`config.mk`:
```
export PLATFORM = sky130hd
export DESIGN_NAME = lpddr_device_seq_flat
export DESIGN_NICKNAME = d
export VERILOG_FILES = /design/src/design/lpddr_seq_pkg.sv /design/src/design/lpddr_cmd_if.sv /design/src/design/lpddr_device_seq.sv /design/src/flat_wrapper.sv
export SDC_FILE = /design/constraint.sdc
export NUM_CORES = 1
export LEC_CHECK = 0
export ABC_AREA = 1
export BUFFER_PORTS_ARGS = -buffer_cell sky130_fd_sc_hd__buf_2
export CORE_ASPECT_RATIO = 0.7
export CORE_UTILIZATION = 60
export CTS_CLUSTER_DIAMETER = 150
export CTS_CLUSTER_SIZE = 14
export DETAILED_ROUTE_END_ITERATION = 6
export PLACE_DENSITY = 0.79
export SYNTH_ARGS = -nofsm -noshare
export SYNTH_HDL_FRONTEND = slang
export SYNTH_SLANG_ARGS = --single-unit
```
`constraint.sdc`:
```
create_clock -name clk_in -period 2.6 [get_ports clk_in]
set_clock_uncertainty 0.1 [all_clocks]
set_input_delay 0.78 -clock clk_in [delete_from_list [all_inputs] [get_ports clk_in]]
set_output_delay 0.78 -clock clk_in [all_outputs]
set_load 0.02 [all_outputs]
```
`src/design/lpddr_seq_pkg.sv`:
```
// Behaviour
// - Refresh or mode load only when all idle
// - Burst terminate hits only the bursting bank; the device returns every reading or writing bank to active
// - Unlisted bank-state/command pairs are never issued; host and device do not check them
// - Write after read needs completion or terminate
// - Read interrupting write masks pending data
// - Power-down kind follows open rows or last command
// - No power-down entry during column access
// - One rising clock during power-down exit
// - Only idle commands, clock enable high, during refresh
// - A10 high precharges all banks
// - Data and strobe float, mask ignored in refresh
// - Clock stable before leaving self refresh
// - All banks idle before self refresh
// - Idle commands for self-refresh exit, two clocks
// - Precharge after read waits minimum row-active time
// - Terminate with clock enable low enters deep power-down
// - Deep power-down lasts at least 100 us
// - Clock enable high leaves deep power-down
// - Wait, precharge, two refreshes, mode loads after exit
// - Auto-precharge variants share plain variant legality
// - Command encoding on select and three strobes
// - Other banks usable during auto-precharge access
package lpddr_seq_pkg;
   localparam real CLK_NS = 8.0;
   localparam real DPD_MIN_US = 100.0;
   localparam real DPD_INIT_US = 200.0;
   localparam int DPD_MIN_CYC = int'($ceil(DPD_MIN_US * 1000.0 / CLK_NS));
   localparam int DPD_INIT_CYC = int'($ceil(DPD_INIT_US * 1000.0 / CLK_NS));
   localparam int REFRESH_CYC = 9;
   localparam int XSR_CYC = 2;
   localparam int PDX_CYC = 1;
   localparam int RAS_CYC = 6;
   localparam int BURST_CYC = 2;
   localparam int INIT_REFRESHES = 2;
   localparam int BANKS = 4;
   localparam int A10_BIT = 10;
   localparam int ADDR_W = 13;
   // Encoding of {ras_n, cas_n, we_n} with select low.
   typedef enum logic [3:0] {
      CMD_DESELECT = 4'h8,
      CMD_NOP = 4'h7,
      CMD_ACTIVATE = 4'h3,
      CMD_READ = 4'h5,
      CMD_WRITE = 4'h4,
      CMD_PRECHARGE = 4'h2,
      CMD_REFRESH = 4'h1,
      CMD_LOAD_MODE = 4'h0,
      CMD_TERMINATE = 4'h6
   } cmd_t;
   typedef enum logic [2:0] {
      BANK_IDLE = 3'h0,
      BANK_ACTIVATING = 3'h1,
      BANK_ACTIVE = 3'h2,
      BANK_READING = 3'h3,
      BANK_WRITING = 3'h4,
      BANK_PRECHARGING = 3'h5
   } bank_t;
   typedef enum logic [2:0] {
      PWR_ON = 3'h0,
      PWR_PRE_PD = 3'h1,
      PWR_ACT_PD = 3'h2,
      PWR_SELF_REFRESH = 3'h3,
      PWR_DEEP_PD = 3'h4,
      PWR_REFRESHING = 3'h5
   } pwr_t;
   // Controller sequencer phases.
   typedef enum logic [3:0] {
      HOST_IDLE = 4'h0,
      HOST_WAIT = 4'h1,
      HOST_DPD = 4'h2,
      HOST_INIT_WAIT = 4'h3,
      HOST_INIT_PRE = 4'h4,
      HOST_INIT_REF = 4'h5,
      HOST_INIT_MODE = 4'h6,
      HOST_INIT_EMODE = 4'h7,
      HOST_PD = 4'h8,
      HOST_SR = 4'h9
   } host_t;
endpackage

```
`src/design/lpddr_cmd_if.sv`:
```
`timescale 1ns/1ps
`default_nettype none
interface lpddr_cmd_if;
   logic cke;
   logic cs_n;
   logic ras_n;
   logic cas_n;
   logic we_n;
   logic [1:0] ba;
   logic [12:0] addr;
   logic dm;
   logic dq_oe_n;
   logic dqs_oe_n;
   modport device (input cke, cs_n, ras_n, cas_n, we_n, ba, addr, dm,
      output dq_oe_n, dqs_oe_n);
   modport host (output cke, cs_n, ras_n, cas_n, we_n, ba, addr, dm,
      input dq_oe_n, dqs_oe_n);
endinterface
`default_nettype wire

```
`src/design/lpddr_device_seq.sv`:
```
`timescale 1ns/1ps
`default_nettype none
module lpddr_device_seq #(
   parameter int DPD_MIN = lpddr_seq_pkg::DPD_MIN_CYC,
   parameter int REFRESH = lpddr_seq_pkg::REFRESH_CYC
) (
   // Clock and reset.
   input wire logic clk_in,
   input wire logic rst_in,
   // Command pins.
   lpddr_cmd_if.device link,
   // State view.
   output logic [2:0] power_state_out,
   output logic [11:0] bank_state_out,
   output logic illegal_out,
   output logic dpd_early_exit_out
);
   logic [2:0] bank [4];
   logic [3:0] ap;
   logic [3:0] tmr [4];
   logic cke_q;
   logic [31:0] dpd_cnt;
   logic [31:0] ref_cnt;
   lpddr_seq_pkg::cmd_t cmd;
   lpddr_seq_pkg::pwr_t pwr;
   logic any_open;
   logic all_idle;
   logic col_busy;
   logic last_act;

   function automatic lpddr_seq_pkg::cmd_t decode(input logic cs_n,
      input logic r, input logic c, input logic w);
      if (cs_n) begin
         return lpddr_seq_pkg::CMD_DESELECT;
      end
      return lpddr_seq_pkg::cmd_t'({1'b0, r, c, w});
   endfunction

   always_comb begin
      cmd = decode(link.cs_n, link.ras_n, link.cas_n, link.we_n);
      any_open = 1'b0;
      all_idle = 1'b1;
      col_busy = 1'b0;
      for (int i = 0; i < 4; i++) begin
         if (bank[i] != lpddr_seq_pkg::BANK_IDLE) begin
            all_idle = 1'b0;
         end
         if (bank[i] != lpddr_seq_pkg::BANK_IDLE &&
            bank[i] != lpddr_seq_pkg::BANK_PRECHARGING) begin
            any_open = 1'b1;
         end
         if (bank[i] == lpddr_seq_pkg::BANK_READING ||
            bank[i] == lpddr_seq_pkg::BANK_WRITING) begin
            col_busy = 1'b1;
         end
      end
   end

   always_ff @(posedge clk_in) begin
      cke_q <= rst_in ? 1'b1 : link.cke;
   end

   // Per-bank tracking; commands only count while clock enable holds.
   always_ff @(posedge clk_in) begin
      if (rst_in) begin
         for (int i = 0; i < 4; i++) begin
            bank[i] <= lpddr_seq_pkg::BANK_IDLE;
            tmr[i] <= 4'h0;
         end
         ap <= 4'h0;
         last_act <= 1'b0;
      end else if (pwr == lpddr_seq_pkg::PWR_ON && cke_q && link.cke) begin
         for (int i = 0; i < 4; i++) begin
            if (tmr[i] != 4'h0) begin
               tmr[i] <= tmr[i] - 4'h1;
            end else if (bank[i] == lpddr_seq_pkg::BANK_ACTIVATING) begin
               bank[i] <= lpddr_seq_pkg::BANK_ACTIVE;
            end else if (bank[i] == lpddr_seq_pkg::BANK_PRECHARGING) begin
               bank[i] <= lpddr_seq_pkg::BANK_IDLE;
            end else if (bank[i] == lpddr_seq_pkg::BANK_READING ||
               bank[i] == lpddr_seq_pkg::BANK_WRITING) begin
               // Auto precharge closes the row itself.
               bank[i] <= ap[i] ? lpddr_seq_pkg::BANK_PRECHARGING :
                  lpddr_seq_pkg::BANK_ACTIVE;
               tmr[i] <= ap[i] ? 4'h1 : 4'h0;
            end
         end
         if (cmd != lpddr_seq_pkg::CMD_NOP &&
            cmd != lpddr_seq_pkg::CMD_DESELECT) begin
            last_act <= (cmd == lpddr_seq_pkg::CMD_ACTIVATE);
         end
         case (cmd)
            lpddr_seq_pkg::CMD_ACTIVATE: begin
               bank[link.ba] <= lpddr_seq_pkg::BANK_ACTIVATING;
               tmr[link.ba] <= 4'h1;
            end
            lpddr_seq_pkg::CMD_READ, lpddr_seq_pkg::CMD_WRITE: begin
               bank[link.ba] <= (cmd == lpddr_seq_pkg::CMD_READ) ?
                  lpddr_seq_pkg::BANK_READING : lpddr_seq_pkg::BANK_WRITING;
               ap[link.ba] <= link.addr[lpddr_seq_pkg::A10_BIT];
               tmr[link.ba] <= 4'(lpddr_seq_pkg::BURST_CYC - 1);
            end
            lpddr_seq_pkg::CMD_PRECHARGE: begin
               for (int i = 0; i < 4; i++) begin
                  if (link.addr[lpddr_seq_pkg::A10_BIT] || link.ba == 2'(i))
                  begin
                     bank[i] <= lpddr_seq_pkg::BANK_PRECHARGING;
                     tmr[i] <= 4'h1;
                  end
               end
            end
            lpddr_seq_pkg::CMD_TERMINATE: begin
               for (int i = 0; i < 4; i++) begin
                  if (bank[i] == lpddr_seq_pkg::BANK_READING ||
                     bank[i] == lpddr_seq_pkg::BANK_WRITING) begin
                     bank[i] <= lpddr_seq_pkg::BANK_ACTIVE;
                     tmr[i] <= 4'h0;
                  end
               end
            end
            default: begin
            end
         endcase
      end
   end

   // Power-down states entered on the falling clock enable edge; refreshing on a refresh command with clock enable held.
   always_ff @(posedge clk_in) begin
      if (rst_in) begin
         pwr <= lpddr_seq_pkg::PWR_ON;
         dpd_cnt <= 32'h0000_0000;
         ref_cnt <= 32'h0000_0000;
      end else begin
         case (pwr)
            lpddr_seq_pkg::PWR_ON: begin
               if (cke_q && link.cke && cmd == lpddr_seq_pkg::CMD_REFRESH)
               begin
                  pwr <= lpddr_seq_pkg::PWR_REFRESHING;
                  ref_cnt <= 32'(REFRESH - 1);
               end else if (cke_q && !link.cke) begin
                  if (cmd == lpddr_seq_pkg::CMD_TERMINATE) begin
                     pwr <= lpddr_seq_pkg::PWR_DEEP_PD;
                     dpd_cnt <= 32'h0000_0000;
                  end else if (cmd == lpddr_seq_pkg::CMD_REFRESH) begin
                     pwr <= lpddr_seq_pkg::PWR_SELF_REFRESH;
                  end else if (any_open || last_act) begin
                     pwr <= lpddr_seq_pkg::PWR_ACT_PD;
                  end else begin
                     pwr <= lpddr_seq_pkg::PWR_PRE_PD;
                  end
               end
            end
            lpddr_seq_pkg::PWR_REFRESHING: begin
               ref_cnt <= ref_cnt - 32'h0000_0001;
               if (ref_cnt == 32'h0000_0000) begin
                  pwr <= lpddr_seq_pkg::PWR_ON;
               end
            end
            lpddr_seq_pkg::PWR_DEEP_PD: begin
               if (dpd_cnt != 32'hFFFF_FFFF) begin
                  dpd_cnt <= dpd_cnt + 32'h0000_0001;
               end
               if (link.cke) begin
                  pwr <= lpddr_seq_pkg::PWR_ON;
               end
            end
            default: begin
               if (link.cke) begin
                  pwr <= lpddr_seq_pkg::PWR_ON;
               end
            end
         endcase
      end
   end

   // Flags are set once per faulting cycle, so counting them counts faulty cycles.
   always_ff @(posedge clk_in) begin
      if (rst_in) begin
         illegal_out <= 1'b0;
         dpd_early_exit_out <= 1'b0;
      end else begin
         dpd_early_exit_out <= pwr == lpddr_seq_pkg::PWR_DEEP_PD &&
            link.cke && dpd_cnt < 32'(DPD_MIN);
         illegal_out <= (cke_q && pwr == lpddr_seq_pkg::PWR_ON &&
            (cmd == lpddr_seq_pkg::CMD_REFRESH ||
            cmd == lpddr_seq_pkg::CMD_LOAD_MODE) && !all_idle) ||
            (cke_q && !link.cke && col_busy) ||
            (pwr == lpddr_seq_pkg::PWR_REFRESHING && (!link.cke ||
            (cmd != lpddr_seq_pkg::CMD_NOP &&
            cmd != lpddr_seq_pkg::CMD_DESELECT)));
      end
   end

   always_comb begin
      power_state_out = pwr;
      for (int i = 0; i < 4; i++) begin
         bank_state_out[3 * i +: 3] = bank[i];
      end
      // Reads are modelled at command level only, so outputs float.
      link.dq_oe_n = 1'b1;
      link.dqs_oe_n = 1'b1;
   end
endmodule
`default_nettype wire

```
`src/flat_wrapper.sv`:
```
// flat-port wrapper written by rule: the top's interface ports become plain ports
module lpddr_device_seq_flat 
#(
   parameter int DPD_MIN = lpddr_seq_pkg::DPD_MIN_CYC,
   parameter int REFRESH = lpddr_seq_pkg::REFRESH_CYC
)
  (clk_in, rst_in, power_state_out, bank_state_out, illegal_out, dpd_early_exit_out, link_cke, link_cs_n, link_ras_n, link_cas_n, link_we_n, link_ba, link_addr, link_dm, link_dq_oe_n, link_dqs_oe_n);
  lpddr_cmd_if link_i ();
  input wire logic clk_in;
  input wire logic rst_in;
  output logic [2:0] power_state_out;
  output logic [11:0] bank_state_out;
  output logic illegal_out;
  output logic dpd_early_exit_out;
  input wire logic [$bits(link_i.cke)-1:0] link_cke;
  input wire logic [$bits(link_i.cs_n)-1:0] link_cs_n;
  input wire logic [$bits(link_i.ras_n)-1:0] link_ras_n;
  input wire logic [$bits(link_i.cas_n)-1:0] link_cas_n;
  input wire logic [$bits(link_i.we_n)-1:0] link_we_n;
  input wire logic [$bits(link_i.ba)-1:0] link_ba;
  input wire logic [$bits(link_i.addr)-1:0] link_addr;
  input wire logic [$bits(link_i.dm)-1:0] link_dm;
  output wire logic [$bits(link_i.dq_oe_n)-1:0] link_dq_oe_n;
  output wire logic [$bits(link_i.dqs_oe_n)-1:0] link_dqs_oe_n;
  assign link_i.cke = link_cke;
  assign link_i.cs_n = link_cs_n;
  assign link_i.ras_n = link_ras_n;
  assign link_i.cas_n = link_cas_n;
  assign link_i.we_n = link_we_n;
  assign link_i.ba = link_ba;
  assign link_i.addr = link_addr;
  assign link_i.dm = link_dm;
  assign link_dq_oe_n = link_i.dq_oe_n;
  assign link_dqs_oe_n = link_i.dqs_oe_n;
  lpddr_device_seq #(.DPD_MIN(DPD_MIN), .REFRESH(REFRESH)) u_core (.clk_in(clk_in), .rst_in(rst_in), .link(link_i), .power_state_out(power_state_out), .bank_state_out(bank_state_out), .illegal_out(illegal_out), .dpd_early_exit_out(dpd_early_exit_out));
endmodule
```
### Word-level counts from Yosys, hierarchy flattened

Memories as Yosys holds them, arrays and structs flattened.
Cells that the tools add are included.

* flip-flop bits (word level): 75
* memories: 2
* output and inout bits: 19
* bits in writable memories: 28

* $add $sub $neg: 6
* magnitude comparators: 3
* equality and inequality tests: 41
* bitwise operators: 38
* mux-type cells: 213
* reduce and logical (&&, ||, !) cells: 53

Memories
* u_core.tmr: words 4, width 4, read ports 4, clocked after memory_dff 0, wr ports 5, RTL line lpddr_device_seq.sv:20 `logic [3:0] tmr [4];`
* u_core.bank: words 4, width 3, read ports 4, clocked after memory_dff 0, wr ports 5, RTL line lpddr_device_seq.sv:18 `logic [2:0] bank [4];`

Operator list (count)
* $mux 32: 5
* $mux 1: 151
* $pmux 32 s2: 2
* $mux 3: 32
* $mux 4: 19
* $or 1x1->1: 38
* $add 32x1->32 const B: 1
* $logic_not 32->1: 1
* $lt 32x14->1 const B: 1
* $ne 32x32->1 const B: 1
* $sub 32x1->32 const B: 1
* $eq 3x3->1 const B: 10
* $logic_and 1x1->1: 17
* $reduce_bool 4->1: 4
* $sub 4x1->4 const B: 4
* $ne 3x3->1 const B: 5
* $reduce_bool 3->1: 5
* $logic_or 1x1->1: 13
* $eq 3x1->1 const B: 4
* $eq 3x2->1 const B: 4
* $eq 4x3->1 const B: 3
* $eq 4x2->1 const B: 2
* $ne 2x2->1 const B: 4
* $pmux 3 s2: 1
* other kinds (20): 26

### Logic depth before layout (Yosys ltp)

An unclocked memory read counts as a cell.

* word-level depth: 14
* mapped depth: 12
* mapped depth without buffers: 12

### Least setup slack after synthesis

No wires, ideal clock.

* path kind: in2reg
* start: input rst_in
* end: memory u_core.bank[3][0] (enable)
* data required time: 2.244 ns
* slack: 0.300 ns
* stages: 10
* arrival time: 1.944 ns
* buffers on the path: 2
* path through: buf_2 -> inv_1 -> buf_2 -> nand3_4 -> o21ai_4 -> nand2_1 -> nand2_1 -> inv_1 -> nand2_1 -> or2_2

RTL lines
* start: declaration: RTL line flat_wrapper.sv:10 `input wire logic rst_in;`
* end: declaration: RTL line lpddr_device_seq.sv:18

### Final worst setup path

* start: register u_core.dpd_cnt[0]
* end: register u_core.dpd_cnt[25]

* cells in the longest elaborated chain, start to end: 3
* elaborated cells between the ends (all ways): 6
* classes of those cells: add/sub (1); eq/ne (2); mux (2); reduce/logical (1)

RTL lines
* start: declaration: RTL line lpddr_device_seq.sv:22 `logic [31:0] dpd_cnt;`
* start signal: assignment: RTL line lpddr_device_seq.sv:161 `dpd_cnt <= dpd_cnt + 32'h0000_0001;`
* $add 32x1->32 or $ne 32x32->1 (tied branches): RTL line lpddr_device_seq.sv:161, lpddr_device_seq.sv:160
* $mux 32 or $ne 2x1->1 (tied branches)
* $pmux 32 s2 or $reduce_and 5->1 (tied branches)

Parallel ways exist; a longest one is shown, timed or not. The select of a mux whose other input is x is not followed.
A chain may end at the register's enable or synchronous reset.

==> metrics.yaml <==
cp-start-kind: "register"
initial_utilization_pct: 61.8
finalCritPeriodShare_pct: 90.4
clk_path_buf_depth: 2
yosysUniqueCellTypes: 49
numCtsBuffers: 9
row_count: 32
ys_warn_count: 0
hpwl_um: 13800
area_growth_syn_to_layout_pct: 10.4
syn_area_per_cell_um2: 6.11
syn_area_mm2: 0.00683
setup_viol: 0
cap_violations: 0
grt-ovfl-total: 0
drcViolationCount: 0
cpMostUsedCell: "nor2_1"
design.portCount: 42
crit_family: "simple AND/OR/NAND/NOR gates"
insertion_delay_ps: 350
clk_pin_slew_ps: 70
htree_num_levels: 3
reg2reg_to: "u_core.dpd_cnt[25]$_SDFFE_PP0P_"
synth_edf_count: 4
detail_route.iter0.violations: 650
dieArea_mm2: 0.0118
netlist_top_cells_count: "303 x nand2_1, 182 x nor2_1, 122 x inv_1"
gp_congestion: 0.971
leakage_nw: 3.32
fin_nets: 1192
grt_pass1_wl_um: 31400
yosysTopAreaCellShare_pct: 29.0
fmax_mhz: 426
worst_ep_arrival_time_ps: 2540
ff2ff_setup_slack_ps: 250
relSlewSlack_pct: 46.4
dp.cells: 1302
min_period_ps: 2350
wire_per_inst_um: 14.1
slew_viol_final: 0
diodes: 0
cts_tree: "yes"
fin_total_pwr_mw: 5.31
drt_pass1_iterations: 6
cp.required_ps: 2790
viasPerCell: 5.55
grt_max_degree: 34
core_area_mm2: 0.0111
cts_sinks: 103
power_density_mw_per_mm2: 705
tns_ps: 0
hp-class: "reg2reg"
yosys.area.top_type: "dfxtp_1"
async_flop_share_pct: 0
die_h_um: 91.3
instances_no_fill: 1317
cts-resized-gates: 0
clock_tree.root_cell: "clkbuf_16"
cpPeakStageDelay_ps: 620
rr_worst_depth: 10
setup_ws_ps: 250
min_path_cells: 2
critPathCaptureType: "register"
portBuffers: 26
reg2reg_from: "u_core.dpd_cnt[0]$_SDFFE_PP0P_"
postCtsSetupBuffers: 0
antenna_found_initial: 0
critPathKind: "reg2reg"
path_buf_inv: 0
holdPathEnd: "u_core.tmr[3][2]$_SDFFE_PP0P_"
vias: 7309
synth_cells: 1118
outcome: "complete, no violations"
min-delay-start: "u_core.tmr[3][2]$_SDFFE_PP0P_"
critPathMaxFanout: 11
dieWidth_um: 130
report.final.hold_viol_count: 0
ys_seq_elements: 103
rsz0062_at_grt: "no"
drive_gt1_share_pct: 9.45
dp_slack_ps: 6.84
track_usage_pct: 33.5
routed_wl_um: 18600
synth-seq-area-share_pct: 30.8
crit_path_cell_trace: "ha_1 -> nand2_2 -> nor2_1 -> nand2_1 -> nor2_1 -> nand3_1 -> nand3_1 -> nor2_1 -> nand2_1 -> a21oi_1"
yosys-top-cells-area: "dfxtp_1 29%, nand2_1 17%, nor2_1 10%"
postLayoutCoreUtil_pct: 68.3
slowest_stage: "nor2_1"
antenna_left: 0
synth-main-ff-cell: "dfxtp_1"
hold_buffers: 0
irDropWorstVdd_v: 0.000555
tightest_slew_ps: 802
synth_most_common_cell: "nand2_1"
grt_pass1_vias: 6500
## power by group
| group | leakage, nW | internal [mW] | total (mW) | switching, mW |
|---|---|---|---|---|
| Clock | 0.147 | 0.721 | 1.38 | 0.657 |
| Combinational | 2.33 | 0.663 | 2.00 | 1.34 |
| Sequential | 0.846 | 1.78 | 1.94 | 0.159 |
| Total | 3.32 | 3.16 | 5.31 | 2.15 |
## kinds of logic after synthesis
| group | after synthesis | synth area share [%] |
|---|---|---|
| flip-flops | 103 | 30.8 |
| XOR/XNOR | 13 | 1.67 |
| buffers and inverters | 152 | 9.12 |
| adder cells (fa/ha/maj) | 9 | 1.65 |
| AND/OR/NAND/NOR | 682 | 43.9 |
| other | 1 | 0.0549 |
| AO/OA/AOI/OAI | 158 | 12.8 |
## stage by stage
stage / hold slack [ps] / area, µm²
global placement: 356 / 7250
finish: 375 / 7540
detailed placement: 360 / 7250
CTS: 374 / 7540
floorplan: 340 / 6840
global route: 406 / 7540
## layer usage
metal	vias to the layer above	track usage, %	part of all wire, %
li1	3739	-	-
met1	3238	50.1	49
met2	307	47.0	39
met3	25	9.43	11
met4	0	7.27	1.3
met5	-	0	0
## worst max path at each step
stage                                              start                               to  slack (ps)  cells past startpoint
final                     u_core.dpd_cnt[0]$_SDFFE_PP0P_  u_core.dpd_cnt[25]$_SDFFE_PP0P_         250                     10
after global routing      u_core.dpd_cnt[0]$_SDFFE_PP0P_   u_core.dpd_cnt[9]$_SDFFE_PP0P_          40                     10
after CTS                 u_core.dpd_cnt[0]$_SDFFE_PP0P_   u_core.dpd_cnt[0]$_SDFFE_PP0P_         290                     10
after detailed placement                       link_cs_n   u_core.dpd_cnt[0]$_SDFFE_PP0P_           7                     10
after global placement                          link_cke      u_core.bank[3][0]$_DFFE_PP_          60                     10
after floorplan                                   rst_in      u_core.bank[3][0]$_DFFE_PP_         300                     10
## state kept, by name (all words and copies together), names as in the netlist
register	cells
u_core.illegal_out	1
u_core.ap	4
u_core.dpd_early_exit_out	1
u_core.bank	12
u_core.cke_q	1
u_core.power_state_out	3
u_core.dpd_cnt	32
u_core.tmr	16
u_core.last_act	1
u_core.ref_cnt	32
## final cells by class
class,instances,area (µm²)
clock inverters,5,46.3
clock buffers,10,250
well taps,153,191
repair buffers,56,368
flip-flops and latches,103,2100
fillers,1021,3510
inverters,126,474
multi-input cells,864,4110
## worst register-to-register path, cell delays in order (launching register included)
cell and delay, ps:
dfxtp_1 330, ha_1 240, nand2_2 130, nor2_1 100
nand2_1 140, nor2_1 90, nand3_1 140, nand3_1 80
nor2_1 620, nand2_1 150, a21oi_1 150
## layout by cell type, fill, tap and decap left out, drive strengths merged, types with 5 or more instances in the layout
cell    instances
nor4            8
xor2            9
buf            56
nand2         313
nor2          186
inv           127
clkbuf         10
nand4          23
dfxtp          99
nand3         100
and2            5
or2            10
nor3           29
o21ai          47
a21oi          79
ha              9
a31oi           5
a22oi           6
a211oi          8
Power figures use the tool's default switching activity.
